==> config.mk <==
export PLATFORM = sky130hd
export DESIGN_NAME = rbs_device_flat
export DESIGN_NICKNAME = d
export VERILOG_FILES = /design/src/design/rbs_pkg.sv /design/src/design/rbs_link_if.sv /design/src/design/rbs_device.sv /design/src/flat_wrapper.sv
export VERILOG_INCLUDE_DIRS = /design/src /design/src/design
export SDC_FILE = /design/constraint.sdc
export NUM_CORES = 1
export LEC_CHECK = 0
export BUFFER_PORTS_ARGS = -buffer_cell sky130_fd_sc_hd__buf_2
export CORE_ASPECT_RATIO = 1.75
export CORE_MARGIN = 3
export CORE_UTILIZATION = 40
export CTS_CLUSTER_DIAMETER = 60
export DETAILED_ROUTE_END_ITERATION = 8
export PLACE_DENSITY = 0.67
export SLEW_MARGIN = 20
export SYNTH_ARGS = -nofsm -noshare
export SYNTH_HDL_FRONTEND = slang
export SYNTH_SLANG_ARGS = --single-unit
==> constraint.sdc <==
create_clock -name clk_i -period 4.2 [get_ports clk_i]
set_input_delay 0.21 -clock clk_i [delete_from_list [all_inputs] [get_ports clk_i]]
set_output_delay 0.21 -clock clk_i [all_outputs]
set_load 0.1 [all_outputs]
==> src/design/rbs_map.svh <==
// Timing, carrier and frame constants of the RFID base station link.
`ifndef RBS_MAP_SVH
`define RBS_MAP_SVH
`define RBS_CLK_MHZ 40
`define RBS_T_SLEEP_US 100000
`define RBS_T_INIT_US 2050
`define RBS_T_DIAG_US 2120
`define RBS_T_READ_US 3000
`define RBS_T_RETRY_US 2050
`define RBS_T_WDLY_US 79
`define RBS_T_SCI_US 64
`define RBS_T_STOP_US 128
`define RBS_T_READY_US 1
`define RBS_T_MCW_US 128
`define RBS_T_SYNC_US 64
`define RBS_T_SYNCL_US 32
`define RBS_T_HSTOP_US 200
`define RBS_T_HINIT_US 2200
`define RBS_DIV_DEF 7'h77
`define RBS_DIV_MIN 7'h72
`define RBS_DIV_MAX 7'h7C
`define RBS_DEAD 7'h0C
`define RBS_MULT_HI 4'h4
`define RBS_MULT_LO 4'h8
`define RBS_MCW_LAST 3'h6
`endif

==> src/design/rbs_pkg.sv <==
// Types shared by both ends of the RFID base station link.
package rbs_pkg;

	typedef enum logic [2:0] {
		DS_INIT, DS_IDLE, DS_CHARGE, DS_READ, DS_WRITE, DS_SLEEP
	} rbs_dev_st_t;

	typedef enum logic [2:0] {
		HS_GUARD, HS_IDLE, HS_MCW, HS_CHARGE, HS_LISTEN, HS_CLK_L,
		HS_CLK_H, HS_STOP
	} rbs_host_st_t;

	typedef struct packed {
		rbs_dev_st_t st;
		logic [16:0] tmr;
		logic [16:0] rcnt;
		logic [21:0] slp;
		logic [12:0] lowc;
		logic [16:0] rtry;
		logic trip;
		logic [11:0] wcnt;
		logic wlvl;
		logic ctl_q;
		logic rx_q;
		logic breq_q;
		logic wsync;
		logic [6:0] ph;
		logic ga;
		logic gb;
		logic [3:0] mult;
		logic diag_pend;
		logic rd_go;
		logic sc_busy;
		logic sc_sync;
		logic sc_out;
		logic [7:0] sc_sh;
		logic [3:0] sc_bit;
		logic [11:0] sc_cnt;
	} rbs_dev_state_t;

	typedef struct packed {
		rbs_host_st_t st;
		logic [5:0] pre;
		logic [15:0] tus;
		logic [15:0] chg;
		logic drv_low;
		logic [2:0] mbit;
		logic [6:0] word;
		logic sio_q;
		logic rx_act;
		logic [6:0] rx_cnt;
		logic [3:0] rx_bit;
		logic [7:0] rx_sh;
		logic rx_v;
		logic [7:0] rx_b;
	} rbs_host_state_t;

endpackage : rbs_pkg

==> src/design/rbs_link_if.sv <==
// Two-wire link between the base station and its microcontroller.
`timescale 1ns/1ps
interface rbs_link_if;
	logic host_control_input;
	logic serial_data_output;
	modport dev (input host_control_input, output serial_data_output);
	modport host (output host_control_input, input serial_data_output);
endinterface : rbs_link_if

==> src/design/rbs_device.sv <==
// Base station control, carrier gating and serial output logic.
`timescale 1ns/1ps
`include "rbs_map.svh"

// Contract
// - Sleep after control held high 100 ms.
// - Control low leaves Sleep at once.
// - Supply drop forces Idle state.
// - Oscillator stopped while in Sleep.
// - PLL multiplies by 4 or 8.
// - Equal gate widths, 12-cycle dead time.
// - First write activation synced at 180 degrees.
// - Bridge drives only in charge or write.
// - Short to ground switches bridge off quickly.
// - Bridge retried 2.05 ms after short.
// - Idle reached 2.05 ms after oscillator start.
// - Diagnosis byte 2.12 ms after leaving Idle.
// - Data sent 3 ms after charge end.
// - Write bridge follows inverted control after 79 us.
// - Host sends mode bits of 128 us.
// - Asynchronous serial bit lasts 64 us.
// - Sync low of 128 us means stop.
// - Host sync clock 4-100 us periods.
// - Sync data ready 1 us after high.
// - Gate duty cycle about 40 percent.
// - LSB first, high start, low stop, inverted.
// - Carrier divider default 119, range 114-124.
module rbs_device
	import rbs_pkg::*;
#(
	parameter int SLEEP_CYC = `RBS_T_SLEEP_US * `RBS_CLK_MHZ,
	parameter int INIT_CYC = `RBS_T_INIT_US * `RBS_CLK_MHZ,
	parameter int DIAG_CYC = `RBS_T_DIAG_US * `RBS_CLK_MHZ,
	parameter int READ_CYC = `RBS_T_READ_US * `RBS_CLK_MHZ,
	parameter int RETRY_CYC = `RBS_T_RETRY_US * `RBS_CLK_MHZ,
	parameter int STOP_CYC = `RBS_T_STOP_US * `RBS_CLK_MHZ
)
(
	input logic clk_i,
	input logic sys_rst_i,
	rbs_link_if.dev lk,
	input logic supply_low_i,
	input logic factor_sel_i,
	input logic write_mode_i,
	input logic sync_mode_i,
	input logic [6:0] carrier_div_i,
	input logic short_a_i,
	input logic short_b_i,
	input logic rx_sig_i,
	input logic [7:0] diag_byte_i,
	input logic data_valid_i,
	input logic [7:0] data_byte_i,
	input logic rx_done_i,
	output logic data_ready_o,
	output logic osc_run_o,
	output logic [3:0] pll_mult_o,
	output logic idle_o,
	output logic fault_o,
	output logic gate_a_n_o,
	output logic gate_b_n_o,
	output logic antenna_output_a_o,
	output logic antenna_output_b_o
);

	localparam logic [11:0] WDLY_CYC = 12'(`RBS_T_WDLY_US * `RBS_CLK_MHZ);
	localparam logic [11:0] SCI_CYC = 12'(`RBS_T_SCI_US * `RBS_CLK_MHZ);
	localparam logic [11:0] RDY_CYC = 12'(`RBS_T_READY_US * `RBS_CLK_MHZ);

	rbs_dev_state_t s;
	rbs_dev_state_t n;
	logic ctl;
	logic ctl_fall;
	logic ctl_rise;
	logic rd_phase;
	logic breq;
	logic on;
	logic act;
	logic [6:0] div;
	logic [6:0] half;
	logic [6:0] wid;
	logic [7:0] ld_byte;
	logic ld;

	assign ctl = lk.host_control_input;
	assign ctl_fall = s.ctl_q & ~ctl;
	assign ctl_rise = ~s.ctl_q & ctl;
	assign rd_phase = (s.st == DS_READ) || (s.st == DS_WRITE);
	assign data_ready_o = rd_phase & s.rd_go & ~s.sc_busy & ~s.diag_pend;

	// ****************************************************************
	// Carrier geometry
	// ****************************************************************
	always_comb
	begin
		div = `RBS_DIV_DEF;
		if (carrier_div_i >= `RBS_DIV_MIN && carrier_div_i <= `RBS_DIV_MAX)
			div = carrier_div_i;
		half = {1'b0, div[6:1]};
		wid = half - `RBS_DEAD;
	end

	// ****************************************************************
	// Next state
	// ****************************************************************
	always_comb
	begin
		n = s;
		ld = 1'b0;
		ld_byte = data_byte_i;
		n.ctl_q = ctl;
		n.rx_q = rx_sig_i;
		n.mult = factor_sel_i ? `RBS_MULT_HI : `RBS_MULT_LO;
		if (s.tmr != '1)
			n.tmr = s.tmr + 17'h1;
		// Sleep watch counts only while the control line stays high.
		if (!ctl)
			n.slp = '0;
		else if (s.st != DS_SLEEP)
			n.slp = s.slp + 22'h1;
		n.lowc = ctl ? '0 : (s.lowc == 13'(STOP_CYC) ? s.lowc : s.lowc + 13'h1);
		if (ctl != s.ctl_q)
			n.rcnt = '0;
		else if (s.rcnt != 17'(READ_CYC))
			n.rcnt = s.rcnt + 17'h1;

		case (s.st)
			DS_SLEEP:
				if (!ctl)
				begin
					n.st = DS_INIT;
					n.tmr = '0;
				end
			DS_INIT:
				if (s.tmr == 17'(INIT_CYC))
					n.st = DS_IDLE;
			DS_IDLE:
				if (!ctl)
				begin
					n.st = DS_CHARGE;
					n.tmr = '0;
					n.diag_pend = 1'b1;
					n.rd_go = 1'b0;
				end
			DS_CHARGE:
				if (ctl)
					n.st = write_mode_i ? DS_WRITE : DS_READ;
			DS_READ, DS_WRITE:
			begin
				if (ctl && s.rcnt == 17'(READ_CYC))
					n.rd_go = 1'b1;
				if (rx_done_i)
					n.st = DS_IDLE;
				if (s.sc_sync && s.rd_go && s.lowc == 13'(STOP_CYC))
					n.st = DS_IDLE;
			end
			default:
				n.st = DS_IDLE;
		endcase
		if (ctl && s.slp == 22'(SLEEP_CYC - 1))
			n.st = DS_SLEEP;
		if (supply_low_i)
			n.st = DS_IDLE;

		// Write mode: the bridge level trails the inverted control line.
		if (s.st != DS_WRITE)
		begin
			n.wlvl = 1'b0;
			n.wcnt = '0;
		end
		else if (ctl != s.ctl_q)
			n.wcnt = WDLY_CYC;
		else if (s.wcnt != '0)
		begin
			n.wcnt = s.wcnt - 12'h1;
			if (s.wcnt == 12'h1)
				n.wlvl = ~s.ctl_q;
		end

		breq = (s.st == DS_CHARGE) || (s.st == DS_WRITE && s.wlvl);
		on = breq & ~s.trip;
		n.breq_q = breq;

		// Short protection with timed retry.
		if (s.trip)
		begin
			n.rtry = s.rtry + 17'h1;
			if (s.rtry == 17'(RETRY_CYC - 1))
				n.trip = 1'b0;
		end
		else if (on && (short_a_i || short_b_i))
		begin
			n.trip = 1'b1;
			n.rtry = '0;
		end

		// Carrier phase and gate pulses.
		if (s.st == DS_WRITE && breq && !s.breq_q)
			n.wsync = 1'b1;
		if (!breq)
			n.wsync = 1'b0;
		if (!on)
			n.ph = '0;
		else if (s.wsync)
		begin
			if (rx_sig_i && !s.rx_q)
			begin
				n.wsync = 1'b0;
				n.ph = half;
			end
		end
		else
			n.ph = (s.ph == div - 7'h1) ? '0 : s.ph + 7'h1;
		act = on & ~s.wsync & ~(short_a_i | short_b_i);
		n.ga = act && n.ph < wid;
		n.gb = act && n.ph >= half && n.ph < half + wid;

		// ************************************************************
		// Serial output
		// ************************************************************
		if (!s.sc_busy && s.diag_pend && s.tmr >= 17'(DIAG_CYC))
		begin
			ld = 1'b1;
			ld_byte = diag_byte_i;
			n.diag_pend = 1'b0;
		end
		else if (data_valid_i && data_ready_o)
			ld = 1'b1;
		if (ld)
		begin
			n.sc_busy = 1'b1;
			n.sc_sync = sync_mode_i;
			n.sc_sh = ~ld_byte;
			n.sc_out = 1'b1;
			n.sc_bit = '0;
			n.sc_cnt = '0;
		end
		else if (s.sc_busy && !s.sc_sync)
		begin
			n.sc_cnt = s.sc_cnt + 12'h1;
			if (s.sc_cnt == SCI_CYC - 12'h1)
			begin
				n.sc_cnt = '0;
				n.sc_bit = s.sc_bit + 4'h1;
				if (s.sc_bit < 4'h8)
				begin
					n.sc_out = s.sc_sh[0];
					n.sc_sh = {1'b0, s.sc_sh[7:1]};
				end
				else if (s.sc_bit == 4'h8)
					n.sc_out = 1'b0;
				else
					n.sc_busy = 1'b0;
			end
		end
		else if (s.sc_busy)
		begin
			if (s.sc_cnt != RDY_CYC)
				n.sc_cnt = s.sc_cnt + 12'h1;
			else if (ctl_fall && s.sc_bit < 4'h8)
			begin
				n.sc_out = s.sc_sh[0];
				n.sc_sh = {1'b0, s.sc_sh[7:1]};
				n.sc_bit = s.sc_bit + 4'h1;
			end
			else if (ctl_rise && s.sc_bit == 4'h8)
			begin
				n.sc_out = 1'b0;
				n.sc_busy = 1'b0;
			end
		end
	end

	// ****************************************************************
	// State register
	// ****************************************************************
	always_ff @(posedge clk_i or posedge sys_rst_i)
	begin
		if (sys_rst_i)
			s <= '0;
		else
			s <= n;
	end

	assign osc_run_o = s.st != DS_SLEEP;
	assign pll_mult_o = s.mult;
	assign idle_o = s.st == DS_IDLE;
	assign fault_o = s.trip;
	assign gate_a_n_o = ~s.ga;
	assign gate_b_n_o = ~s.gb;
	assign antenna_output_a_o = s.ga;
	assign antenna_output_b_o = s.gb;
	assign lk.serial_data_output = s.sc_out;

endmodule : rbs_device

==> src/flat_wrapper.sv <==
// flat-port wrapper written by rule: the top's interface ports become plain ports
module rbs_device_flat import rbs_pkg::*;
#(
	parameter int SLEEP_CYC = `RBS_T_SLEEP_US * `RBS_CLK_MHZ,
	parameter int INIT_CYC = `RBS_T_INIT_US * `RBS_CLK_MHZ,
	parameter int DIAG_CYC = `RBS_T_DIAG_US * `RBS_CLK_MHZ,
	parameter int READ_CYC = `RBS_T_READ_US * `RBS_CLK_MHZ,
	parameter int RETRY_CYC = `RBS_T_RETRY_US * `RBS_CLK_MHZ,
	parameter int STOP_CYC = `RBS_T_STOP_US * `RBS_CLK_MHZ
)
  (clk_i, sys_rst_i, supply_low_i, factor_sel_i, write_mode_i, sync_mode_i, carrier_div_i, short_a_i, short_b_i, rx_sig_i, diag_byte_i, data_valid_i, data_byte_i, rx_done_i, data_ready_o, osc_run_o, pll_mult_o, idle_o, fault_o, gate_a_n_o, gate_b_n_o, antenna_output_a_o, antenna_output_b_o, lk_host_control_input, lk_serial_data_output);
  rbs_link_if lk_i ();
  input logic clk_i;
  input logic sys_rst_i;
  input logic supply_low_i;
  input logic factor_sel_i;
  input logic write_mode_i;
  input logic sync_mode_i;
  input logic [6:0] carrier_div_i;
  input logic short_a_i;
  input logic short_b_i;
  input logic rx_sig_i;
  input logic [7:0] diag_byte_i;
  input logic data_valid_i;
  input logic [7:0] data_byte_i;
  input logic rx_done_i;
  output logic data_ready_o;
  output logic osc_run_o;
  output logic [3:0] pll_mult_o;
  output logic idle_o;
  output logic fault_o;
  output logic gate_a_n_o;
  output logic gate_b_n_o;
  output logic antenna_output_a_o;
  output logic antenna_output_b_o;
  input wire logic [$bits(lk_i.host_control_input)-1:0] lk_host_control_input;
  output wire logic [$bits(lk_i.serial_data_output)-1:0] lk_serial_data_output;
  assign lk_i.host_control_input = lk_host_control_input;
  assign lk_serial_data_output = lk_i.serial_data_output;
  rbs_device #(.SLEEP_CYC(SLEEP_CYC), .INIT_CYC(INIT_CYC), .DIAG_CYC(DIAG_CYC), .READ_CYC(READ_CYC), .RETRY_CYC(RETRY_CYC), .STOP_CYC(STOP_CYC)) u_core (.clk_i(clk_i), .sys_rst_i(sys_rst_i), .lk(lk_i), .supply_low_i(supply_low_i), .factor_sel_i(factor_sel_i), .write_mode_i(write_mode_i), .sync_mode_i(sync_mode_i), .carrier_div_i(carrier_div_i), .short_a_i(short_a_i), .short_b_i(short_b_i), .rx_sig_i(rx_sig_i), .diag_byte_i(diag_byte_i), .data_valid_i(data_valid_i), .data_byte_i(data_byte_i), .rx_done_i(rx_done_i), .data_ready_o(data_ready_o), .osc_run_o(osc_run_o), .pll_mult_o(pll_mult_o), .idle_o(idle_o), .fault_o(fault_o), .gate_a_n_o(gate_a_n_o), .gate_b_n_o(gate_b_n_o), .antenna_output_a_o(antenna_output_a_o), .antenna_output_b_o(antenna_output_b_o));
endmodule
# Word level (Yosys, flattened, before mapping)
# Cells that the tools add are included.
[classes]
addsub = 12
magnitude_cmp = 7
eq_ne = 37
mux = 65
bitwise = 19
reduce_logical = 49
[ops]
columns = ["operator", "count"]
rows = [
  ["25-bit 2-to-1 mux", 4],
  ["13-bit 2-to-1 mux", 5],
  ["17-bit by 1-bit adder with 17-bit output (second input constant)", 3],
  ["17-bit == test (second input constant)", 3],
  ["17-bit 2-to-1 mux", 3],
  ["22-bit 2-to-1 mux", 2],
  ["20-bit 2-to-1 mux", 2],
  ["12-bit 2-to-1 mux", 3],
  ["18-bit 2-to-1 mux", 2],
  ["17-bit != test (second input constant)", 2],
  ["17-bit case mux with 2 select lines", 1],
  ["7-bit 2-to-1 mux", 4],
  ["1-bit 2-to-1 mux", 25],
  ["8-bit 2-to-1 mux", 3],
  ["22-bit by 1-bit adder with 22-bit output (second input constant)", 1],
  ["22-bit == test (second input constant)", 1],
  ["3-bit 2-to-1 mux", 7],
  ["1-bit logical AND", 19],
  ["17-bit >= comparator (second input constant)", 1],
  ["4-bit by 3-bit != test with 1-bit output (second input constant)", 4],
  ["3-bit case mux with 5 select lines", 1],
  ["5-bit AND reduction", 3],
  ["7-bit < comparator", 2],
  ["13-bit by 1-bit adder with 13-bit output (second input constant)", 1],
  ["other kinds (46)", 87],
]
[word_totals]
ff_bits = 149
inputBits = 35
output_inout_bits = 13

# Logic depth before layout (Yosys ltp)
# Gate-level depths: netlist of the first run.
[depth]
ltp_word = 13
depth_mapped = 20
ltp_nobuf = 19

# Least setup slack after synthesis of the first run
# Ideal clock, no wire load.
[synth_timing]
path_type = "input to register"
start = "input port carrier_div_i[3]"
end = "register u_core.s (netlist bit u_core.antenna_output_b_o)"
arrival_time_ns = 3.826
required_ns = 4.101
path_slack_ns = 0.275
stages = 17
path_buffers = 1
path_cell_list = "clkbuf_1 -> o211a_1 -> nor4_1 -> ha_1 -> xnor2_1 -> and3_1 -> o2111ai_1 -> nor4_4 -> or2_1 -> or3b_1 -> a31oi_1 -> ha_1 -> o21a_1 -> o21ai_0 -> nand2b_1 -> maj3_2 -> a311oi_1"
[synth_rtl]
columns = ["item", "line", "text"]
rows = [
  ["start: declaration", "flat_wrapper.sv:19", "input logic [6:0] carrier_div_i;"],
  ["end signal: assignment", "rbs_device.sv:281", "s <= n;"],
  ["end: declaration", "rbs_device.sv:69", "rbs_dev_state_t s;"],
]

==> results of run 1 <==
[Yosys cell counts, types with 16 or more instances]
master	n
nor2_1	100
o21ai_0	47
ha_1	39
xnor2_1	47
xor2_1	36
a21oi_1	53
nor3_1	16
nand2_1	76
and3_1	18
clkbuf_1	21
nand4_1	33
dfrtp_1	147
nand3_1	50
and2_1	26
inv_1	36
[area by class of cell]
| class | instances | area, µm² | share of cell area |
|---|---|---|---|
| Clock buffer | 18 | 429 | 0.0447 |
| Clock inverter | 14 | 188 | 0.0195 |
| Inverter | 36 | 140 | 0.0146 |
| Multi-Input combinational cell | 715 | 4520 | 0.470 |
| Sequential cell | 147 | 3680 | 0.383 |
| Tap cell | 248 | 310 | 0.0323 |
| Timing Repair Buffer | 59 | 343 | 0.0357 |
[power by group through the flow]
stage / clock [W] / combinational, W / sequential (W)
floorplan: 0 / 0.000691 / 0.00171
global placement: 0 / 0.000841 / 0.00174
detailed placement: 0 / 0.000852 / 0.00175
CTS: 0.00164 / 0.000863 / 0.00172
global route: 0.00170 / 0.000962 / 0.00175
finish: 0.00160 / 0.000850 / 0.00172
[registers in the layout (all words and copies together), names as in the netlist]
signal and flops:
u_core.lk.serial_data_output 1, u_core.s 141, u_core.fault_o 1, u_core.pll_mult_o 2, u_core.antenna_output_b_o 1, u_core.antenna_output_a_o 1
[per-stage QoR]
step	hold slack [ps]	cells	worst slack, ps
after floorplan	241	926	38.7
after global placement	336	1200	274
after detailed placement	334	1200	198
after CTS	8.19	1237	635
after global routing	14.2	1237	384
final	22.2	1237	619
[repair_timing]
| item | in CTS | in global routing |
|---|---|---|
| resized for setup | 0 | 0 |
| hold buffers | 5 | 0 |
| endpoints found under the hold margin | 74 | 0 |
| setup buffers | 0 | 0 |
[metal layers]
metal | vias up | global-route usage | part of all wire
met1 | 3190 | 0.180 | 0.41
met5 | - | 0 | 0
met4 | 0 | 0.0740 | 0.027
met2 | 113 | 0.309 | 0.54
met3 | 32 | 0.0321 | 0.027
li1 | 3351 | - | -
[cell families (layout without fill, tap and decap cells)]
group	after synthesis	after routing
buffers and inverters	64	127
adders and majority gates	41	41
xor gates and xnor gates	83	83
other	2	13
and+or+nand+nor	406	406
AOI/OAI and AO/OA	161	161
muxes	11	11
DFF	147	147
[path summary, 6_finish.rpt]
check | from | endpoint | slack [ps] | depth (start not counted)
min in group asynchronous | sys_rst_i | u_core.s[66] | 430 | 3
min reg2reg | u_core.s[43] | u_core.s[42] | 430 | 1
max | carrier_div_i[1] | u_core.antenna_output_b_o | 620 | 17
max in group asynchronous | sys_rst_i | u_core.s[40] | 2780 | 4
min | diag_byte_i[7] | u_core.s[23] | 20 | 2
max reg2reg | u_core.s[37] | u_core.antenna_output_b_o | 950 | 13
==> metrics.md, run 1 <==
| Metric | Value |
|---|---|
| Hold Path Class | `in -> reg` |
| Via count | `between 6000 and 7000` |
| Post-DP HPWL | `approximately 13000 µm` |
| CP max FO | `7` |
| Mapped Cells | `just over 900` |
| Fin. max-slew vios | `0` |
| Cell Area, Placed | `~8900 µm²` |
| Yosys top cell area share | `0.437` |
| Psw | `between 0.001 and 0.0015 W` |
| CTS root buffer | `clkbuf_16` |
| Maxcap violations | `0` |
| Setup TNS | `0 ps` |
| Design Area, Final | `about 9600 µm²` |
| Netlist cell types | `66` |
| EDFF count, synth | `0` |
| Biggest area consumer among synthesized cells | `dfrtp_1` |
| Fin nets | `approximately 1100` |
| WP buf/inv | `1` |
| Critical path endpoint category | `flop` |
| Final Critical Period | `approximately 3600 ps` |
| Switching part of the total | `0.312` |
| Worst-path cell chain | `buf_2, o211a_1, nor4_1, ha_1, xnor2_1, and3_1, o2111ai_1, nor4_4, or2_1, or3b_1, a31oi_1, ha_1, o21a_1, o21ai_0, nand2b_1, maj3_2, a311oi_1` |
| Crit path DAT | `3910 ps` |
| RSZ-0062 raised after global routing | `false` |
| Yosys warns | `0` |
| Sequential share of the synthesized area | `0.437` |
| Vias in the first global route | `roughly 7000` |
| Relative slew slack | `0.385` |
| Final hold viol count | `0` |
| TritonCTS clock tree | `built` |
| Ys async rst share | `1.00` |
| Pwr dens | `about 430 nW/µm²` |
| First-pass GRT wire length | `roughly 31000 µm` |
| Commonest non-fill, non-tap cells in the layout | `dfrtp_1, nor2_1, nand2_1, a21oi_1, nand3_1` |
| Skew final | `6.54 ps` |
| Startpoint types | `input pin` |
| Comb pwr share | `0.204` |
| Slowest stage delay, CP | `~380 ps` |
| Worst Path Required | `4530 ps` |
| Delay-heaviest family, CP | `simple AND/OR/NAND/NOR gates` |
| Initial DRT Pass Iterations | `5` |
| Share of cells above drive strength 1 | `0.100` |
| Status | `completed` |
| Post-Synth Simple-Gate Area | `0.252` |
| Setup Viol. Count Final | `0` |
| Commonest non-fill, non-tap cell in the layout | `dfrtp_1` |
| Clock Pin Slew Worst Setup and Hold Paths | `about 70 ps` |
| Largest family of logic cells by synthesized area | `simple AND/OR/NAND/NOR gates` |
| Clock buffer depth | `2` |
| H-Tree Depth | `4` |
| Buffers added on ports | `45` |
| Synth Area per Inst | `9.20 µm²` |
| Tightest Pin Transition | `approximately 920 ps` |
| Crit Path Category | `in -> reg` |
| Post-synthesis register bit count | `about 150` |
| Vias/cell | `around 5.4` |
| Io pins | `48` |
| Die Wd | `116 µm` |
| Residual DRC count | `0` |
| Synth top area cells | `dfrtp_1, ha_1, xnor2_1` |
| CTS Buf Count | `17` |
| Fill cell count | `1954` |
| Adder-cell share of the synthesized area | `0.0605` |
| Clock Latency Late Sink | `430 ps` |
| Post-DRT Antenna Nets | `0` |
| Seq pwr share | `0.413` |
| Routed WL | `around 18000 µm` |
| Grt total ovfl | `0` |
| Initial DRC Count | `~310` |
| Most frequent CP cell | `ha_1` |
| Cell Area, Synth | `roughly 8400 µm²` |
| Die area | `about 23000 µm²` |
| Tcrit/Tclk final | `0.853` |
| Clk pwr share | `0.383` |
| Post-Synth XOR/XNOR Area | `0.0864` |
| Placer Congestion | `roughly 0.83` |
| P&R area growth vs syn | `14.2%` |
| Pin count of the biggest net entering global routing | `72` |
| WL/cell | `between 10 and 15 µm` |
| Mux contribution to synthesized area | `0.0134` |
| Internal Power | `about 0.0029 W` |
| Die Y | `198 µm` |
| Leak Pwr | `~4.2 nW` |
| Post-synthesis compound-gate area fraction | `0.119` |
| Diode count | `0` |
| Fmax | `approximately 0.28 GHz` |
| Core area | `20500 µm²` |
| Gr usage total | `0.167` |
| Top FF cell, synth | `dfrtp_1` |
| Clk sinks | `between 100 and 150` |
| Power Total | `approximately 0.0042 W` |
| Fin util | `0.470` |
| Slowest-stage cell, CP | `or3b_1` |
| Initial Util | `0.411` |
| Row cnt | `69` |
| Peak supply drop | `356 µV` |
| Initial antenna violation count | `0` |
Note: power is estimated with default switching activity, not from simulation.
==> run 2: changes to the inputs <==
Settings changed: BUFFER_PORTS_ARGS -buffer_cell sky130_fd_sc_hd__buf_2 to -buffer_cell sky130_fd_sc_hd__clkbuf_2.
==> run 2 against run 1 <==
Compared with the run above: the flow now finishes with violations (hold timing); combinational power rose by 1%; global-route usage rose by 0.081 points; clock power fell by 6%; sequential cell count did not move; hold slack got worse by 71 ps; via count rose by 0.15%; count of clock-buffer cells in the layout did not move.
==> metrics.md, run 2 (synthesis results as in run 1) <==
| Metric | Value |
|---|---|
| Most flop-heavy register | `u_core.s` |
| Startpoint types | `input pin` |
| Setup Viol. Count Final | `0` |
| Die area | `22900 µm²` |
| Io pins | `48` |
| Fmax | `0.281 GHz` |
| Die Wd | `between 100 and 150 µm` |
| Share of cells above drive strength 1 | `0.101` |
| Relative slew slack | `0.357` |
| Pin count of the biggest net entering global routing | `between 100 and 150` |
| Fill cell count | `slightly below 2000` |
| RSZ-0062 raised after global routing | `false` |
| Pwr dens | `approximately 430 nW/µm²` |
| Crit path DAT | `between 3000 and 4000 ps` |
| Max reg flops | `between 100 and 150` |
| Failing checks | `hold timing` |
| Initial DRC Count | `approximately 300` |
| Skew final | `6.58 ps` |
| Via count | `around 6700` |
| Final Critical Period | `around 3600 ps` |
| Clock buffer depth | `2` |
| Initial antenna violation count | `0` |
| Row cnt | `between 60 and 70` |
| Status | `finished with violations` |
| First-pass GRT wire length | `31500 µm` |
| Grt total ovfl | `0` |
| Vias/cell | `about 5.4` |
| Routed WL | `roughly 18000 µm` |
| Tightest Pin Transition | `a little under 1000 ps` |
| CTS root buffer | `clkbuf_16` |
| Initial Util | `0.411` |
| Final hold viol count | `14` |
| Peak supply drop | `about 310 µV` |
| P&R area growth vs syn | `13.8%` |
| Hold Path Class | `in -> async` |
| Placer Congestion | `between 0.8 and 0.9` |
| TritonCTS clock tree | `built` |
| Initial DRT Pass Iterations | `5` |
| Tcrit/Tclk final | `0.848` |
| Commonest non-fill, non-tap cell in the layout | `dfrtp_1` |
| CP max FO | `7` |
| Vias in the first global route | `7000` |
| Die Y | `roughly 200 µm` |
| Clock Pin Slew Worst Setup and Hold Paths | `60 ps` |
| Commonest non-fill, non-tap cells in the layout | `dfrtp_1, nor2_1, nand2_1, a21oi_1, nand3_1` |
| Number of gates resized after CTS | `0` |
| Buffers added on ports | `between 40 and 50` |
| Setup TNS | `0 ps` |
| Diode count | `0` |
| Non-filler cells, final | `between 1000 and 1500` |
| Clk sinks | `about 150` |
| Gr usage total | `0.168` |
| Fin nets | `1050` |
| Worst Path Required | `~4500 ps` |
| WL/cell | `around 14 µm` |
| Placed cells | `1201` |
| Crit Path Category | `in -> reg` |
| CTS Buf Count | `17` |
| Post-DP HPWL | `12700 µm` |
| H-Tree Depth | `4` |
| Critical path endpoint category | `flop` |
| Post-DRT Antenna Nets | `0` |
| Fin. max-slew vios | `0` |
| Core area | `between 20000 and 25000 µm²` |
| Residual DRC count | `0` |
| Hold Worst Slack | `-48.8 ps` |
| Power Total | `around 0.004 W` |
| Maxcap violations | `0` |
| Leak Pwr | `~4.2 nW` |
| Clock Latency Late Sink | `approximately 420 ps` |
[run 2: cell types whose count changed in the layout (fill, tap and decap cells not counted), moves of 2 or more]
cell	delta
inv_6	+4
clkbuf_2	+45
bufinv_16	-2
clkinv_2	-3
buf_2	-45
[run 2: final timing paths]
path | startpoint | end | slack (ps) | cells past startpoint
setup / recovery | carrier_div_i[1] | u_core.antenna_output_b_o | 640 | 17
hold / removal | sys_rst_i | u_core.s[75] | -50 | 2
setup reg to reg | u_core.s[37] | u_core.antenna_output_b_o | 930 | 13
hold reg to reg | u_core.s[43] | u_core.s[42] | 430 | 1
max in group asynchronous | sys_rst_i | u_core.s[5] | 3340 | 3
min in group clk_i | sync_mode_i | u_core.s[25] | 30 | 2
[run 2: area by class of cell]
cell class,instances,area (µm²),share of cell area
clock inverters,14,155,0.0162
repair buffers,59,340,0.0355
clock buffers,18,429,0.0448
well taps,248,310,0.0324
inverters,36,140,0.0146
flip-flops and latches,147,3680,0.384
multi-input cells,715,4520,0.472
[run 2: worst max-delay path: stages]
cell and delay [ps]:
clkbuf_2 130, o211a_1 270, nor4_1 360, ha_1 260, xnor2_1 90, and3_1 180
o2111ai_1 270, nor4_4 60, or2_1 250, or3b_1 380, a31oi_1 240, ha_1 270
o21a_1 100, o21ai_0 180, nand2b_1 90, maj3_2 310, a311oi_1 250
[run 2: power breakdown]
group	switching (W)	total (W)	internal [W]
logic	0.000537	0.000859	0.000322
registers	0.000164	0.00172	0.00156
clock network	0.000628	0.00151	0.000883
total	0.00133	0.00409	0.00276
[run 2: what timing repair did]
item                       in CTS  in global routing
setup endpoints to repair       0                  0
hold endpoints to repair        5                  0
hold buffers                    4                  0
setup buffers                   0                  0
[run 2: metrics by stage]
stage                     cell area, µm²   util  worst slack (ps)
after floorplan                     8460      -              38.7
after global placement              8950  0.437               280
after detailed placement            8950  0.437               226
after CTS                           9570  0.468               645
after global routing                9570  0.468               417
final                               9570  0.468               639
[run 2: routing by layer]
layer  track usage  vias to the layer above  part of all wire
li1              -                     3346                 -
met1         0.184                     3229              0.41
met2         0.305                       89              0.53
met3        0.0358                       32             0.026
met4        0.0740                        0             0.029
met5             0                        -                 0
==> run 3: changes to the inputs <==
Settings changed: PLACE_DENSITY 0.67 to 0.65.
Clock period 4.2 ns to 3.3 ns, I/O delays scaled along.
==> run 3 against run 2 <==
Compared with the run above: the flow now finishes without violations; clock power rose by 33%; clock skew rose by 2.2 ps; sequential cell count did not move; count of clock-buffer cells in the layout rose by 2; power rose by 30%; wire length rose by 4.9%; hold slack improved by 89 ps; final cell count rose by 2.8%; global-route usage rose by 0.67 points; register-to-register slack got worse by 770 ps; first-iteration DRC count fell by 27%; critical endpoint unchanged; largest power group unchanged.
==> metrics.md, run 3 (synthesis results as in run 1) <==
| Metric | Value |
|---|---|
| Tightest Pin Transition | `~880 ps` |
| Crit path DAT | `roughly 3600 ps` |
| Initial DRT Pass Iterations | `4` |
| Diode count | `0` |
| Initial DRC Count | `~220` |
| TritonCTS clock tree | `built` |
| R2R setup slack | `about 160 ps` |
| Die Y | `a little under 200 µm` |
| Hold EP | `u_core.antenna_output_a_o` |
| Crit Path Category | `in -> reg` |
| Seq pwr share | `0.406` |
| Status | `completed` |
| Row cnt | `69` |
| Leak Pwr | `approximately 4.4 nW` |
| Pwr dens | `between 500 and 600 nW/µm²` |
| R2R cell count | `13` |
| Psw | `~0.0017 W` |
| Commonest non-fill, non-tap cells in the layout | `dfrtp_1, nor2_1, nand2_1, a21oi_1, nand3_1` |
| P&R area growth vs syn | `19.0%` |
| Reg-to-reg startpoint | `u_core.s[37]` |
| First-pass GRT wire length | `about 33000 µm` |
| CP max FO | `3` |
| Core area | `slightly above 20000 µm²` |
| Fin. max-slew vios | `0` |
| RSZ-0062 raised after global routing | `true` |
| CTS root buffer | `clkbuf_16` |
| Gr usage total | `0.174` |
| Design Area, Final | `roughly 10000 µm²` |
| Final hold viol count | `0` |
| Io pins | `48` |
| Internal Power | `between 0.003 and 0.004 W` |
| Fin util | `0.490` |
| Share of cells above drive strength 1 | `0.140` |
| Commonest non-fill, non-tap cell in the layout | `dfrtp_1` |
| Residual DRC count | `0` |
| Clock buffer depth | `2` |
| Power Total | `between 0.005 and 0.006 W` |
| Switching part of the total | `0.314` |
| Min-delay src | `short_b_i` |
| Clk sinks | `147` |
| RR Endpoint | `u_core.antenna_output_b_o` |
| Startpoint types | `input pin` |
| Cell Area, Placed | `9220 µm²` |
| Clock Pin Slew Worst Setup and Hold Paths | `60 ps` |
| Setup Viol. Count Final | `0` |
| CTS Buf Count | `17` |
| Relative slew slack | `0.411` |
| Pin count of the biggest net entering global routing | `74` |
| Skew final | `roughly 9 ps` |
| Critical path endpoint category | `flop` |
| Max reg flops | `141` |
| Hold Path Class | `in -> reg` |
| Tcrit/Tclk final | `0.976` |
| Final Critical Period | `~3200 ps` |
| H-Tree Depth | `4` |
| Buffers added on ports | `45` |
| Clk pwr share | `0.377` |
| Vias in the first global route | `between 7000 and 8000` |
| Post-DP HPWL | `roughly 13000 µm` |
| Maxcap violations | `0` |
| Die Wd | `116 µm` |
| Clock Latency Late Sink | `between 400 and 500 ps` |
| Worst Hold Depth | `4` |
| Post-DRT Antenna Nets | `0` |
| Fin nets | `roughly 1100` |
| Routed WL | `between 15000 and 20000 µm` |
| Most flop-heavy register | `u_core.s` |
| Peak supply drop | `roughly 430 µV` |
| Fill cell count | `1890` |
| Via count | `around 6900` |
| Grt total ovfl | `0` |
| Comb pwr share | `0.216` |
| Vias/cell | `between 5 and 6` |
| Die area | `~23000 µm²` |
| Initial Util | `0.411` |
| Setup TNS | `0 ps` |
| Initial antenna violation count | `0` |
| Worst Path Required | `3640 ps` |
| Fmax | `0.311 GHz` |
| WL/cell | `~15 µm` |
| Placer Congestion | `around 0.84` |
[run 3: worst max-delay path by stage]
stage / from / endpoint / slack, ps
final: carrier_div_i[1] / u_core.antenna_output_b_o / 80
after global routing: carrier_div_i[1] / u_core.antenna_output_b_o / -70
after CTS: carrier_div_i[1] / u_core.antenna_output_b_o / 60
after detailed placement: carrier_div_i[1] / u_core.antenna_output_b_o / -400
after global placement: carrier_div_i[1] / u_core.antenna_output_b_o / -300
after floorplan: carrier_div_i[3] / u_core.antenna_output_b_o / -130
[run 3: layout make-up]
type                    count  area, µm²  share of cell area
multi-input cells         715       4630               0.462
flip-flops and latches    147       3680               0.367
repair buffers             94        649              0.0648
clock buffers              20        457              0.0456
well taps                 248        310              0.0310
clock inverters            12        154              0.0154
inverters                  36        139              0.0139
[run 3: critical path, stage by stage]
cell       delay (ps)
buf_8              80
buf_6              90
nor3_4             40
buf_6             110
nor4_4            290
ha_2              260
xnor2_2            80
and3_1            150
o2111ai_2         220
nor4_4             60
or2_1             260
or3b_4            420
a31oi_4           220
ha_1              250
o21a_1            120
o21ai_2           130
nand2b_1           70
maj3_2            300
a311oi_2          240
[run 3: power groups by stage]
stage / clock network (W) / logic (W) / registers, W
after floorplan: 0 / 0.000884 / 0.00218
after global placement: 0 / 0.00113 / 0.00219
after detailed placement: 0 / 0.00114 / 0.00220
after CTS: 0.00207 / 0.00116 / 0.00217
after global routing: 0.00214 / 0.00132 / 0.00220
final: 0.00201 / 0.00115 / 0.00216
[run 3: what timing repair did]
item | CTS | global route
endpoints found under the hold margin | 37 | 0
buffers inserted | 0 | 5
endpoints found under the setup margin | 0 | 2
resized for setup | 0 | 19
hold buffers | 8 | 0
[run 3: metal layers]
metal  GRT usage  share of wire  vias to the layer above
met2       0.322           0.56                       79
met5           0              0                        -
met3      0.0352          0.025                       25
li1            -              -                     3418
met1       0.193           0.39                     3373
met4      0.0671          0.024                        0
[run 3: stage by stage]
step | setup WS, ps | hold WS [ps] | instances
after global routing | -65.6 | 16.2 | 1272
after floorplan | -129 | 196 | 926
final | 80.6 | 40.4 | 1272
after detailed placement | -398 | 292 | 1227
after global placement | -304 | 288 | 1227
after CTS | 55.3 | 13.3 | 1267
